==> src/hw/sync_gen_defs.svh <==
// register map, field positions, reset values and serial framing for the sync pulse generator
// Function
// - in CMOS mode each of the two sync pins has its own enable bit, driving when set and tristate when clear.
// - one configuration bit picks the output driver, clear for differential LVPECL (default) and set for CMOS.
// - the sync clock is resampled on the distribution divider clock, rising edge for 0 (default), falling for 1.
// - one sync interval lasts the 16-bit divider value plus one cycles of the selected source clock, from 1 to 65536.
// - the 16-bit interval divider sits in two byte registers, low byte at 0x190 and high byte at 0x191.
// - setting the sync enable bit starts the pattern of the two-bit mode field: a single shot (00), a periodic clock (01) or pseudorandom (1x).
// - a two-bit source field picks the reference (00), the feedback divider (01), or powers sync down (1x).
// - in CMOS mode pin a's polarity follows the main polarity bit, and pin b's the CMOS polarity bit combined with the main one.
// - writing 1 to the self-clearing transfer bit copies buffered settings to the active ones at the next serial clock rise.
`ifndef SYNC_GEN_DEFS_SVH
`define SYNC_GEN_DEFS_SVH

// register addresses on the serial port
`define ADDR_SYNC_POLARITY 13'h0f8
`define ADDR_SYNC_OUTPUT_CMOS_CONFIG 13'h0f9
`define ADDR_SYNC_INTERVAL_LOW 13'h190
`define ADDR_SYNC_INTERVAL_HIGH 13'h191
`define ADDR_SYNC_GENERATOR_CONTROL 13'h192
`define ADDR_TRANSFER 13'h232

// field positions
`define POL_MAIN_BIT 3
`define CMOS_POL_BIT 4
`define CMOS_EN_HI 3
`define CMOS_EN_LO 2
`define CMOS_MODE_BIT 1
`define EDGE_SEL_BIT 0
`define CTRL_ENABLE_BIT 4
`define CTRL_SOURCE_HI 3
`define CTRL_SOURCE_LO 2
`define CTRL_MODE_HI 1
`define CTRL_MODE_LO 0
`define TRANSFER_BIT 0

// reset value of every held field
`define SYNC_CFG_RESET 27'h0000000

// serial framing: 16 instruction bits then 8 data bits
`define INSTR_LAST 5'h0f
`define DATA_LAST 5'h07
`define INSTR_READ_BIT 15

// pseudorandom generator seed
`define LFSR_SEED 16'hace1

`endif

==> src/hw/sync_gen_pkg.sv <==
// types shared by the sync pulse generator
package sync_gen_pkg;

	// settings held twice: buffered by writes, active after a transfer
	typedef struct packed {
		logic [15:0] interval;
		logic enable;
		logic [1:0] source;
		logic [1:0] mode;
		logic polarity;
		logic cmos_pol;
		logic [1:0] cmos_en;
		logic cmos_mode;
		logic edge_fall;
	} sync_cfg_t;

	typedef enum logic [1:0] {
		SRC_REF = 2'h0,
		SRC_FEEDBACK = 2'h1
	} sync_source_t;

	typedef enum logic [1:0] {
		MODE_SINGLE = 2'h0,
		MODE_PERIODIC = 2'h1
	} sync_mode_t;

	// serial port framing, gray along instruction -> data -> done
	typedef enum logic [1:0] {
		SPI_INSTR = 2'h0,
		SPI_DATA = 2'h1,
		SPI_DONE = 2'h3
	} spi_state_t;

	// single-shot progress, gray along idle -> wait -> high -> done
	typedef enum logic [1:0] {
		SHOT_IDLE = 2'h0,
		SHOT_WAIT = 2'h1,
		SHOT_HIGH = 2'h3,
		SHOT_DONE = 2'h2
	} shot_state_t;

endpackage : sync_gen_pkg

==> src/hw/sync_interval_timer.sv <==
// counts source clock edges and pulses once every programmed interval
`timescale 1ns/100ps
`default_nettype none

module sync_interval_timer #(
	parameter int WIDTH = 16
) (
	input wire logic i_clk,
	input wire logic i_reset_n,
	input wire logic i_run,
	input wire logic i_step,
	input wire logic [WIDTH-1:0] i_limit,
	output logic o_tick
);

	logic [WIDTH-1:0] count_reg;
	logic [WIDTH-1:0] count_next;
	wire at_limit = (count_reg == i_limit);

	// count wraps after limit+1 steps, so a limit of zero ticks on every step
	assign count_next = at_limit ? '0 : count_reg + {{(WIDTH-1){1'b0}}, 1'b1};

	always_ff @(posedge i_clk) begin
		if (!i_reset_n || !i_run) begin
			count_reg <= '0;
			o_tick <= 1'b0;
		end else begin
			o_tick <= i_step && at_limit;
			if (i_step) begin
				count_reg <= count_next;
			end
		end
	end

endmodule : sync_interval_timer

`default_nettype wire

==> src/hw/sync_pulse_generator.sv <==
// sync pulse generator: serial register port, interval timer, mode logic and output stage
`timescale 1ns/100ps
`default_nettype none
`include "sync_gen_defs.svh"

module sync_pulse_generator (
	input wire logic i_clk,
	input wire logic i_reset_n,
	input wire logic i_sclk,
	input wire logic i_cs_n,
	input wire logic i_sdi,
	output logic o_sdo,
	input wire logic i_ref_clk,
	input wire logic i_feedback_divider_output,
	input wire logic i_dist_clk,
	output logic o_sync_a,
	output logic o_sync_a_oe,
	output logic o_sync_b,
	output logic o_sync_b_oe
);

	sync_gen_pkg::sync_cfg_t buf_reg;
	sync_gen_pkg::sync_cfg_t act_reg;
	sync_gen_pkg::spi_state_t spi_state_reg;
	sync_gen_pkg::shot_state_t shot_state_reg;
	logic sclk_prev_reg;
	logic [4:0] bit_cnt_reg;
	logic [14:0] shift_reg;
	logic [15:0] instr_reg;
	logic [7:0] rd_shift_reg;
	logic xfer_pend_reg;
	logic ref_prev_reg;
	logic fb_prev_reg;
	logic dist_prev_reg;
	logic enable_prev_reg;
	logic raw_reg;
	logic resamp_reg;
	logic [15:0] lfsr_reg;
	logic tick;

	// read mux over the buffered settings; unmapped addresses read zero
	function automatic logic [7:0] read_byte(input logic [12:0] addr,
			input sync_gen_pkg::sync_cfg_t c, input logic pend);
		logic [7:0] d;
		d = 8'h00;
		if (addr == `ADDR_SYNC_POLARITY) begin
			d[`POL_MAIN_BIT] = c.polarity;
		end else if (addr == `ADDR_SYNC_OUTPUT_CMOS_CONFIG) begin
			d[`CMOS_POL_BIT] = c.cmos_pol;
			d[`CMOS_EN_HI:`CMOS_EN_LO] = c.cmos_en;
			d[`CMOS_MODE_BIT] = c.cmos_mode;
			d[`EDGE_SEL_BIT] = c.edge_fall;
		end else if (addr == `ADDR_SYNC_INTERVAL_LOW) begin
			d = c.interval[7:0];
		end else if (addr == `ADDR_SYNC_INTERVAL_HIGH) begin
			d = c.interval[15:8];
		end else if (addr == `ADDR_SYNC_GENERATOR_CONTROL) begin
			d[`CTRL_ENABLE_BIT] = c.enable;
			d[`CTRL_SOURCE_HI:`CTRL_SOURCE_LO] = c.source;
			d[`CTRL_MODE_HI:`CTRL_MODE_LO] = c.mode;
		end else if (addr == `ADDR_TRANSFER) begin
			d[`TRANSFER_BIT] = pend;
		end
		return d;
	endfunction : read_byte

	// serial clock edges; all pins are synchronous to i_clk
	wire sclk_rise = i_sclk && !sclk_prev_reg;
	wire sclk_fall = !i_sclk && sclk_prev_reg;
	wire instr_done = sclk_rise && (spi_state_reg == sync_gen_pkg::SPI_INSTR)
		&& (bit_cnt_reg == `INSTR_LAST);
	wire data_done = sclk_rise && (spi_state_reg == sync_gen_pkg::SPI_DATA)
		&& (bit_cnt_reg == `DATA_LAST);
	wire [15:0] instr_word = {shift_reg, i_sdi};
	wire [12:0] wr_addr = instr_reg[12:0];
	wire [7:0] wr_data = {shift_reg[6:0], i_sdi};
	wire wr_fire = data_done && !instr_reg[`INSTR_READ_BIT];
	wire xfer_now = sclk_rise && xfer_pend_reg;
	wire xfer_set = wr_fire && (wr_addr == `ADDR_TRANSFER) && wr_data[`TRANSFER_BIT];

	// serial framing: instruction then one data byte, rest of frame ignored
	always_ff @(posedge i_clk) begin
		if (!i_reset_n || i_cs_n) begin
			spi_state_reg <= sync_gen_pkg::SPI_INSTR;
			bit_cnt_reg <= 5'h00;
		end else if (instr_done) begin
			spi_state_reg <= sync_gen_pkg::SPI_DATA;
			bit_cnt_reg <= 5'h00;
		end else if (data_done) begin
			spi_state_reg <= sync_gen_pkg::SPI_DONE;
		end else if (sclk_rise && spi_state_reg != sync_gen_pkg::SPI_DONE) begin
			bit_cnt_reg <= bit_cnt_reg + 5'h01;
		end
	end

	// shifter, instruction latch and read data out on falling edges
	always_ff @(posedge i_clk) begin
		if (!i_reset_n) begin
			sclk_prev_reg <= 1'b0;
			shift_reg <= 15'h0000;
			instr_reg <= 16'h0000;
			rd_shift_reg <= 8'h00;
			o_sdo <= 1'b0;
		end else begin
			sclk_prev_reg <= i_sclk;
			if (sclk_rise) begin
				shift_reg <= instr_word[14:0];
			end
			if (instr_done) begin
				instr_reg <= instr_word;
				rd_shift_reg <= read_byte(instr_word[12:0], buf_reg, xfer_pend_reg);
			end else if (sclk_fall && spi_state_reg == sync_gen_pkg::SPI_DATA) begin
				o_sdo <= rd_shift_reg[7];
				rd_shift_reg <= {rd_shift_reg[6:0], 1'b0};
			end
		end
	end

	// buffered register writes
	always_ff @(posedge i_clk) begin
		if (!i_reset_n) begin
			buf_reg <= `SYNC_CFG_RESET;
		end else if (wr_fire) begin
			if (wr_addr == `ADDR_SYNC_POLARITY) begin
				buf_reg.polarity <= wr_data[`POL_MAIN_BIT];
			end else if (wr_addr == `ADDR_SYNC_OUTPUT_CMOS_CONFIG) begin
				buf_reg.cmos_pol <= wr_data[`CMOS_POL_BIT];
				buf_reg.cmos_en <= wr_data[`CMOS_EN_HI:`CMOS_EN_LO];
				buf_reg.cmos_mode <= wr_data[`CMOS_MODE_BIT];
				buf_reg.edge_fall <= wr_data[`EDGE_SEL_BIT];
			end else if (wr_addr == `ADDR_SYNC_INTERVAL_LOW) begin
				buf_reg.interval[7:0] <= wr_data;
			end else if (wr_addr == `ADDR_SYNC_INTERVAL_HIGH) begin
				buf_reg.interval[15:8] <= wr_data;
			end else if (wr_addr == `ADDR_SYNC_GENERATOR_CONTROL) begin
				buf_reg.enable <= wr_data[`CTRL_ENABLE_BIT];
				buf_reg.source <= wr_data[`CTRL_SOURCE_HI:`CTRL_SOURCE_LO];
				buf_reg.mode <= wr_data[`CTRL_MODE_HI:`CTRL_MODE_LO];
			end
		end
	end

	// transfer strobe: copy on the next serial rise, then self-clear; a new set wins
	always_ff @(posedge i_clk) begin
		if (!i_reset_n) begin
			act_reg <= `SYNC_CFG_RESET;
			xfer_pend_reg <= 1'b0;
		end else begin
			if (xfer_now) begin
				act_reg <= buf_reg;
			end
			if (xfer_set) begin
				xfer_pend_reg <= 1'b1;
			end else if (xfer_now) begin
				xfer_pend_reg <= 1'b0;
			end
		end
	end

	// source selection; 1x powers the sync logic down
	wire sync_powered = !act_reg.source[1];
	wire ref_rise = i_ref_clk && !ref_prev_reg;
	wire fb_rise = i_feedback_divider_output && !fb_prev_reg;
	wire src_step = (act_reg.source == sync_gen_pkg::SRC_FEEDBACK) ? fb_rise : ref_rise;
	wire dist_edge = act_reg.edge_fall ? (!i_dist_clk && dist_prev_reg)
		: (i_dist_clk && !dist_prev_reg);
	wire is_single = (act_reg.mode == sync_gen_pkg::MODE_SINGLE);
	wire is_periodic = (act_reg.mode == sync_gen_pkg::MODE_PERIODIC);
	wire run = sync_powered && act_reg.enable;
	wire lfsr_fb = lfsr_reg[15] ^ lfsr_reg[13] ^ lfsr_reg[12] ^ lfsr_reg[10];

	sync_interval_timer #(
		.WIDTH(16)
	) sync_interval_timer_inst (
		.i_clk(i_clk),
		.i_reset_n(i_reset_n),
		.i_run(run),
		.i_step(src_step),
		.i_limit(act_reg.interval),
		.o_tick(tick)
	);

	// sync clock generation per mode; single shot is one interval wide after one interval
	always_ff @(posedge i_clk) begin
		if (!i_reset_n) begin
			ref_prev_reg <= 1'b0;
			fb_prev_reg <= 1'b0;
			dist_prev_reg <= 1'b0;
			enable_prev_reg <= 1'b0;
			raw_reg <= 1'b0;
			lfsr_reg <= `LFSR_SEED;
			shot_state_reg <= sync_gen_pkg::SHOT_IDLE;
		end else begin
			ref_prev_reg <= i_ref_clk;
			fb_prev_reg <= i_feedback_divider_output;
			dist_prev_reg <= i_dist_clk;
			enable_prev_reg <= act_reg.enable;
			if (!run) begin
				raw_reg <= 1'b0;
				shot_state_reg <= sync_gen_pkg::SHOT_IDLE;
			end else if (is_single) begin
				case (shot_state_reg)
					sync_gen_pkg::SHOT_IDLE: begin
						// arm only on an enable that has just been transferred in
						if (!enable_prev_reg) begin
							shot_state_reg <= sync_gen_pkg::SHOT_WAIT;
						end
					end
					sync_gen_pkg::SHOT_WAIT: begin
						if (tick) begin
							raw_reg <= 1'b1;
							shot_state_reg <= sync_gen_pkg::SHOT_HIGH;
						end
					end
					sync_gen_pkg::SHOT_HIGH: begin
						if (tick) begin
							raw_reg <= 1'b0;
							shot_state_reg <= sync_gen_pkg::SHOT_DONE;
						end
					end
					default: begin
						raw_reg <= 1'b0;
					end
				endcase
			end else if (tick) begin
				if (is_periodic) begin
					raw_reg <= !raw_reg;
				end else begin
					raw_reg <= lfsr_reg[15];
					lfsr_reg <= {lfsr_reg[14:0], lfsr_fb};
				end
			end
		end
	end

	// cmos pin polarity: pin a follows main, pin b also flips with the cmos bit
	wire data_a = resamp_reg ^ act_reg.polarity;
	wire data_b = resamp_reg ^ act_reg.polarity ^ act_reg.cmos_pol;

	// resample and output stage; lvpecl drives both legs as a complementary pair
	always_ff @(posedge i_clk) begin
		if (!i_reset_n) begin
			resamp_reg <= 1'b0;
			o_sync_a <= 1'b0;
			o_sync_b <= 1'b1;
			o_sync_a_oe <= 1'b1;
			o_sync_b_oe <= 1'b1;
		end else begin
			if (dist_edge) begin
				resamp_reg <= raw_reg;
			end
			if (act_reg.cmos_mode) begin
				o_sync_a <= data_a;
				o_sync_b <= data_b;
				o_sync_a_oe <= act_reg.cmos_en[0];
				o_sync_b_oe <= act_reg.cmos_en[1];
			end else begin
				o_sync_a <= data_a;
				o_sync_b <= !data_a;
				o_sync_a_oe <= 1'b1;
				o_sync_b_oe <= 1'b1;
			end
		end
	end

endmodule : sync_pulse_generator

`default_nettype wire

==> config.mk <==
export PLATFORM = sky130hd
export DESIGN_NAME = sync_pulse_generator
export DESIGN_NICKNAME = d
export VERILOG_FILES = /design/src/hw/sync_gen_pkg.sv /design/src/hw/sync_interval_timer.sv /design/src/hw/sync_pulse_generator.sv
export VERILOG_INCLUDE_DIRS = /design/src /design/src/hw
export SDC_FILE = /design/constraint.sdc
export NUM_CORES = 1
export LEC_CHECK = 0
export BUFFER_PORTS_ARGS = -buffer_cell sky130_fd_sc_hd__buf_2
export CORE_ASPECT_RATIO = 1.2
export CORE_MARGIN = 2
export CORE_UTILIZATION = 28
export DETAILED_ROUTE_END_ITERATION = 12
export GPL_ROUTABILITY_DRIVEN = 0
export PLACE_DENSITY_LB_ADDON = 0.15
export SLEW_MARGIN = 10
export SYNTH_ARGS = -nofsm -noshare
export SYNTH_HDL_FRONTEND = slang
export SYNTH_SLANG_ARGS = --single-unit
export TNS_END_PERCENT = 5
==> constraint.sdc <==
create_clock -name i_clk -period 5.5 [get_ports i_clk]
set_input_delay 1.65 -clock i_clk [delete_from_list [all_inputs] [get_ports i_clk]]
set_output_delay 1.65 -clock i_clk [all_outputs]
set_load 0.02 [all_outputs]
==> metrics.cfg, run 1 <==
[clocking]
clock_tree.buffer_depth = 2
setup_buffers_after_cts = 0
cts.root.buffer_cell = sky130_fd_sc_hd__clkbuf_16
cts_resized = 0
cts-buffers-inserted = 17
cts_tree = done
cts.hold.buffers_added = 0
worst_skew_pair.late_latency_ns = 0.43
clk_pin_slew_ns = 0.06
clkSinkCount = 146
htree_num_levels = 4

[floorplan]
floorplan.die.width_um = 142
initial_standard_cell_utilization_of_the_core_pct = 28.6
coreArea_mm2 = 0.0225
dieHeight_um = 170
rows = 60
fp.dieArea_mm2 = 0.0242
number_of_i_o_pins = 13

[sta]
rsz0062_at_grt = no
min_period_over_period_pct = 54.0
timing_hold_violations_final = 0
setup_slack_ns = 2.53
fin_worst_skew_ns = 0.0106
max_slew.worst_pin.slew_ns = 1.13
layout_min_cycle_time_ns = 2.97
fmax_mhz = 337
slew_headroom_pct = 23.5
slew_violations = 0
finalHoldWorstSlack_ns = 0.439
setup-tns-final_ns = 0
setup-violations-final = 0

[worst_setup_path]
critical_path_arrival_ns = 3.33
critical-path-max-stage-delay_ns = 0.83
critical_path_peak_fanout = 27
worst_setup_end_kind = register
timing.setup.critical_path_class = primary input to register
start_kind = primary input
cp.buffers_inverters = 2
ff2ff_path_depth = 5
cp_top_family = simple AND/OR/NAND/NOR gates
crit_chain = buf_2, nor2b_1, buf_4, and2_1, nand2_1, a21boi_1
critical_path_required_ns = 5.86
critPathSlowestCell = sky130_fd_sc_hd__and2_1
cp.depth = 6

[power]
irDropWorstVdd_mv = 0.203
power.switching_fraction_pct = 24.0
share_comb_of_total_power_pct = 2.4
seq_power_share_pct = 48.5
power.density_mw_per_mm2 = 302
leakagePower_nw = 2.34
power_report.internal_total_mw = 1.67
switching_power_uw = 528
clk_pwr_share_pct = 49.2

[logic_synthesis]
synth_area_mm2 = 0.00644
syn-instance-count = 740
synth_edf_count = 0
yosysWarningCount = 0
async_flop_share_pct = 0
ys_seq_elements = 146
synthesis.nets = 751
dominantRegCellSynth = sky130_fd_sc_hd__dfxtp_1
yosysTopAreaCellShare_pct = 45.4
synth_area_per_cell_um2 = 8.70
most_frequent_cell_after_synthesis = sky130_fd_sc_hd__nand2_1
netlist_top_cells_count = sky130_fd_sc_hd__nand2_1 (178), sky130_fd_sc_hd__dfxtp_1 (146), sky130_fd_sc_hd__a21boi_0 (41)
yosys.area.top_type = sky130_fd_sc_hd__dfxtp_1
synth_sequential_area_ratio_pct = 45.4
synth.area.top_cells = sky130_fd_sc_hd__dfxtp_1 (45%), sky130_fd_sc_hd__nand2_1 (10%), sky130_fd_sc_hd__mux2i_1 (5.0%)
yosysUniqueCellTypes = 63

[route]
totalWireLength_mm = 15.1
drtPass1Iterations = 7
route.antenna.remaining_nets = 0
routedWlPerCell_um = 14.7
post-route-drc-count = 0
drt-vias-per-instance = 4.80
num_vias = 4926
drt-initial-drc-count = 207

[cells_and_area]
post-route-util_pct = 32.3
num_antenna_cells = 0
sequential_cell_area_mm2 = 0.00292
syn2layout_area_growth_pct = 12.8
nets = 746
final_layout_size_suffix_gt1_share_pct = 8.82
area_of_combinational_cells_with_multiple_inputs_mm2 = 0.00334
filler_cell_count = 2391
finish.cell_count_without_fillers = 1027

[grt]
via_count_of_the_first_global_routing_pass = 4908
maximum_number_of_pins_on_one_net_before_global_route_repair = 51
initial_antenna_violation_count = 0
grt_usage_pct = 13.1
grt_first_pass_wirelength_mm = 24.9
grt-ovfl-total = 0

[place]
setup_slack_placement_ns = 2.04
dp_hpwl_mm = 10.4
port_buffers = 12
dp_cells = 995

[job]
max-cap-violations = 0

[run_status]
run_status = finished, final reports clean

[hold_path]
class_of_the_tightest_hold_or_removal_check = register to register
min_delay_path_depth = 1

[power by group through the flow]
| stage | logic, mW | clock network (mW) | registers [mW] |
|---|---|---|---|
| after detailed placement | 0.0525 | 0 | 1.09 |
| after CTS | 0.0527 | 1.11 | 1.06 |
| final | 0.0518 | 1.08 | 1.06 |
| after floorplan | 0.0407 | 0 | 1.09 |
| after global placement | 0.0517 | 0 | 1.09 |
| after global routing | 0.0569 | 1.16 | 1.06 |
[final cells by class]
class | instances | area share (%)
Multi-Input combinational cell | 550 | 46.0
Clock inverter | 15 | 1.72
Tap cell | 279 | 4.80
Inverter | 4 | 0.207
Clock buffer | 17 | 5.85
Timing Repair Buffer | 16 | 1.24
Sequential cell | 146 | 40.2
[kinds of logic after synthesis]
group                    share of synthesized area (%)
buffers and inverters                             2.76
AO/OA/AOI/OAI                                     13.3
AND/OR/NAND/NOR                                   28.4
flip-flops                                        45.4
adder cells (fa/ha/maj)                          0.583
XOR/XNOR                                          4.62
multiplexers                                      4.97
[cells in the final DEF, fill, tap and decap left out, drive strengths merged, types with 5 or more instances in the layout]
cell type  instances
a21boi            68
nand4             15
nor4               7
nand2            178
nor2              42
nor2b             35
dfxtp            146
inv               10
nand2b             6
clkbuf            17
o21ai             17
and2              11
xnor2             22
xor2              12
nand3             22
nand3b             7
o21a               5
buf               16
mux2i             32
clkinv             6
a21oi              9
nor3              11
[path summary, 6_finish.rpt]
path	from	slack (ns)	endpoint
max	i_sclk	2.53	act_reg[20]
min	act_reg[1]	0.44	o_sync_a_oe
max reg2reg	shift_reg[1]	3.40	rd_shift_reg[2]
min reg2reg	act_reg[1]	0.44	o_sync_a_oe
[metal layers]
| layer | wire [um] | vias up | global-route usage, % | share of wire (%) |
|---|---|---|---|---|
| met4 | 373 | 0 | 5.94 | 2.5 |
| met3 | 412 | 27 | 2.95 | 2.7 |
| li1 | - | 2513 | - | - |
| met1 | 6880 | 2320 | 15.4 | 46 |
| met2 | 7390 | 66 | 22.7 | 49 |
| met5 | 0 | - | 0 | 0 |
[metrics by stage]
step	power, mW	area (um2)
4_1_cts	2.23	7270
3_5_place_dp	1.14	6720
3_3_place_gp	1.14	6720
6_report	2.20	7270
5_1_grt	2.28	7270
2_1_floorplan	1.13	6440
Power figures use the tool's default switching activity.
==> inputs of run 2 (changes only) <==
- ABC_AREA: not set -> 1
- clock period: 5.5 -> 2.57 ns (I/O delays scaled with it)
==> metrics.cfg, run 2 <==
[run_status]
run_status = finished, final reports clean

[hold_path]
min_delay_path_depth = 2  ; +1
hold_path.startpoint = act_reg[2]
class_of_the_tightest_hold_or_removal_check = register to register
worstHoldEndpoint = o_sync_a_oe

[worst_setup_path]
setup.reg_to_reg.worst_slack_ns = 0.72  ; -2.68 ns
critical_path_peak_fanout = 15  ; -44%
worst_setup_end_kind = register
ff2ff_path_depth = 10  ; +5
critical_path_required_ns = 2.93  ; -2.93 ns
critical_path_arrival_ns = 2.21  ; -1.12 ns
ff_to_ff_end = rd_shift_reg[6]
start_kind = register
crit-reg2reg-launch = bit_cnt_reg[0]
timing.setup.critical_path_class = register to register

[place]
dp_hpwl_mm = 12.2  ; +18%
port_buffers = 12  ; unchanged
dp_cells = 1233  ; +24%
post_dp_cell_area_mm2 = 0.00695  ; +3.5%

[cells_and_area]
post-route-util_pct = 32.7  ; +0.40 points
mostFrequentLayoutCell = sky130_fd_sc_hd__nand2_1
nets = 948  ; +27%
syn2layout_area_growth_pct = 15.1
most-common-layout-cells = sky130_fd_sc_hd__nand2_1 (187), sky130_fd_sc_hd__dfxtp_1 (146), sky130_fd_sc_hd__nor2_1 (118)
layout.cell_area.non_filler_mm2 = 0.00753  ; +3.6%
sequential_cell_area_mm2 = 0.00292  ; unchanged
num_antenna_cells = 0  ; unchanged
filler_cell_count = 2549  ; +6.6%
finish.cell_count_without_fillers = 1264  ; +23%
area_of_combinational_cells_with_multiple_inputs_mm2 = 0.00306  ; -8.4%
final_layout_size_suffix_gt1_share_pct = 8.22  ; -0.60 points

[logic_synthesis]
muxShareOfSynthArea_pct = 0  ; -5.0 points
synthesis.nets = 936  ; +25%
netlist_top_cells_count = sky130_fd_sc_hd__nand2_1 (187), sky130_fd_sc_hd__dfxtp_1 (146), sky130_fd_sc_hd__nor2_1 (118)
yosys.area.top_type = sky130_fd_sc_hd__dfxtp_1
synth_sequential_area_ratio_pct = 44.7  ; -0.70 points
synth.area.top_cells = sky130_fd_sc_hd__dfxtp_1 (45%), sky130_fd_sc_hd__nand2_1 (11%), sky130_fd_sc_hd__a21oi_1 (8.0%)
yosysWarningCount = 0  ; unchanged
synth_area_mm2 = 0.00654  ; +1.6%
synth_edf_count = 0  ; unchanged
dominantRegCellSynth = sky130_fd_sc_hd__dfxtp_1
main_combinational_cell_family_by_area_after_synthesis = simple AND/OR/NAND/NOR gates
simple_logic_cell_fraction_of_the_synthesized_area_pct = 28.0  ; -0.36 points
synth_area_per_cell_um2 = 7.07  ; -19%
yosysTopAreaCellShare_pct = 44.7  ; -0.70 points
synth_compound_gate_area_share_pct = 15.1  ; +1.8 points
most_frequent_cell_after_synthesis = sky130_fd_sc_hd__nand2_1
syn-instance-count = 925  ; +25%
async_flop_share_pct = 0  ; unchanged
xor_xnor_share_of_the_synthesized_area_pct = 3.08  ; -1.5 points
yosysUniqueCellTypes = 35  ; -44%
post_synth_fa_ha_maj_area_fraction_pct = 0.574  ; -0.0090 points
ys_seq_elements = 146  ; unchanged

[route]
totalWireLength_mm = 16.8  ; +12%
drt-vias-per-instance = 4.45  ; -7.2%
drt-initial-drc-count = 336  ; +62%
route.antenna.remaining_nets = 0  ; unchanged
post-route-drc-count = 0  ; unchanged
drtPass1Iterations = 5  ; -2
num_vias = 5626  ; +14%
routedWlPerCell_um = 13.3  ; -9.2%

[grt]
maximum_number_of_pins_on_one_net_before_global_route_repair = 56  ; +9.8%
grt-ovfl-total = 0  ; unchanged
grt_usage_pct = 14.6  ; +1.5 points
initial_antenna_violation_count = 0  ; unchanged
grt_first_pass_wirelength_mm = 28.1  ; +13%
via_count_of_the_first_global_routing_pass = 5474  ; +12%

[sta]
slew_headroom_pct = 66.6  ; +43 points
rsz0062_at_grt = no
slew_violations = 0  ; unchanged
min_period_over_period_pct = 72.1
timing_hold_violations_final = 0  ; unchanged
layout_min_cycle_time_ns = 1.85
max_slew.worst_pin.slew_ns = 0.497  ; -0.636 ns
fmax_mhz = 540
setup-violations-final = 0  ; unchanged
setup-tns-final_ns = 0  ; unchanged
fin_worst_skew_ns = 0.00934  ; -0.00129 ns

[floorplan]
fp.dieArea_mm2 = 0.0246  ; +1.5%
dieHeight_um = 171  ; +0.77%
number_of_i_o_pins = 13  ; unchanged
initial_standard_cell_utilization_of_the_core_pct = 28.4  ; -0.22 points
coreArea_mm2 = 0.0230  ; +2.3%
floorplan.die.width_um = 144  ; +0.77%
rows = 61  ; +1.7%

[power]
power_report.internal_total_mw = 3.79  ; +130%
share_comb_of_total_power_pct = 3.4  ; +1.0 points
power.density_mw_per_mm2 = 656  ; +120%
clk_pwr_share_pct = 49.6  ; +0.4 points
seq_power_share_pct = 47.0  ; -1.5 points
power.switching_fraction_pct = 23.2  ; -0.84 points
irDropWorstVdd_mv = 0.416  ; +110%
leakagePower_nw = 3.08  ; +32%
switching_power_mw = 1.15  ; +120%

[clocking]
cts-buffers-inserted = 17  ; unchanged
cts.hold.buffers_added = 0  ; unchanged
clock_tree.buffer_depth = 2  ; unchanged
worst_skew_pair.late_latency_ns = 0.42  ; about the same
clkSinkCount = 146  ; unchanged
htree_num_levels = 4  ; unchanged
setup_buffers_after_cts = 0  ; unchanged
clk_pin_slew_ns = 0.06  ; about the same
cts_resized = 0  ; unchanged
cts.root.buffer_cell = sky130_fd_sc_hd__clkbuf_16
cts_tree = done

[job]
max-cap-violations = 0  ; unchanged

## run 2: changes by cell type after synthesis, sizes merged, moves of 32 or more
cell / before / now
nand3: 22 / 70
a21oi: 9 / 104
a21boi: 68 / 0
mux2i: 32 / 0
inv: 4 / 113
nor2: 42 / 124
nor2b: 35 / 0
o21ai: 17 / 82
## run 2: per-stage QoR
stage	worst slack (ns)	power, mW	hold slack [ns]
after CTS	0.667	5.00	0.429
final	0.717	4.94	0.428
after floorplan	0.679	2.47	0.399
after global routing	0.476	5.12	0.462
after detailed placement	0.324	2.54	0.414
after global placement	0.319	2.54	0.412
## run 2: cells by family (layout without fill, tap and decap cells)
family / Yosys count / in the layout
AO/OA/AOI/OAI: 194 / 194
AND/OR/NAND/NOR: 415 / 415
flip-flops: 146 / 146
adder cells (fa/ha/maj): 3 / 3
XOR/XNOR: 23 / 23
buffers and inverters: 144 / 168
## run 2: power groups by stage
| stage | clock [mW] | sequential [mW] | combinational (mW) |
|---|---|---|---|
| 4_1_cts | 2.51 | 2.32 | 0.173 |
| 3_3_place_gp | 0 | 2.37 | 0.173 |
| 5_1_grt | 2.61 | 2.32 | 0.194 |
| 6_report | 2.45 | 2.32 | 0.170 |
| 3_5_place_dp | 0 | 2.37 | 0.172 |
| 2_1_floorplan | 0 | 2.35 | 0.122 |
## run 2: area by class of cell
cell class / count / share of cell area, %
multi-input cells: 635 / 40.6
clock inverters: 11 / 1.75
flip-flops and latches: 146 / 38.8
inverters: 113 / 5.63
well taps: 315 / 5.24
clock buffers: 20 / 5.93
repair buffers: 24 / 1.99
## run 2: worst max path at each step
stage                         startpoint  slack [ns]         endpoint
after detailed placement           i_sdi        0.32  rd_shift_reg[1]
after floorplan                   i_sclk        0.68      buf_reg[11]
final                     bit_cnt_reg[0]        0.72  rd_shift_reg[6]
after CTS                 bit_cnt_reg[0]        0.67  rd_shift_reg[0]
after global routing      bit_cnt_reg[0]        0.48  rd_shift_reg[7]
after global placement             i_sdi        0.32  rd_shift_reg[1]
## run 2: routing by layer
metal | part of all wire (%) | vias to the layer above | GRT usage, % | routed length [um]
met4 | 1.6 | 0 | 4.60 | 271
met2 | 49 | 53 | 25.3 | 8240
met3 | 2.2 | 17 | 3.17 | 370
li1 | - | 3019 | - | -
met5 | 0 | - | 0 | 0
met1 | 47 | 2537 | 18.1 | 7950
## run 2: critical path, stage by stage, from the launching register on
cell and delay (ns):
sky130_fd_sc_hd__dfxtp_1 0.36, sky130_fd_sc_hd__ha_1 0.19, sky130_fd_sc_hd__nand2_1 0.08, sky130_fd_sc_hd__nor2_1 0.09
sky130_fd_sc_hd__ha_1 0.15, sky130_fd_sc_hd__nand3_1 0.15, sky130_fd_sc_hd__inv_2 0.27, sky130_fd_sc_hd__nand3_1 0.19
sky130_fd_sc_hd__inv_1 0.14, sky130_fd_sc_hd__a21oi_1 0.08, sky130_fd_sc_hd__nor2_1 0.08
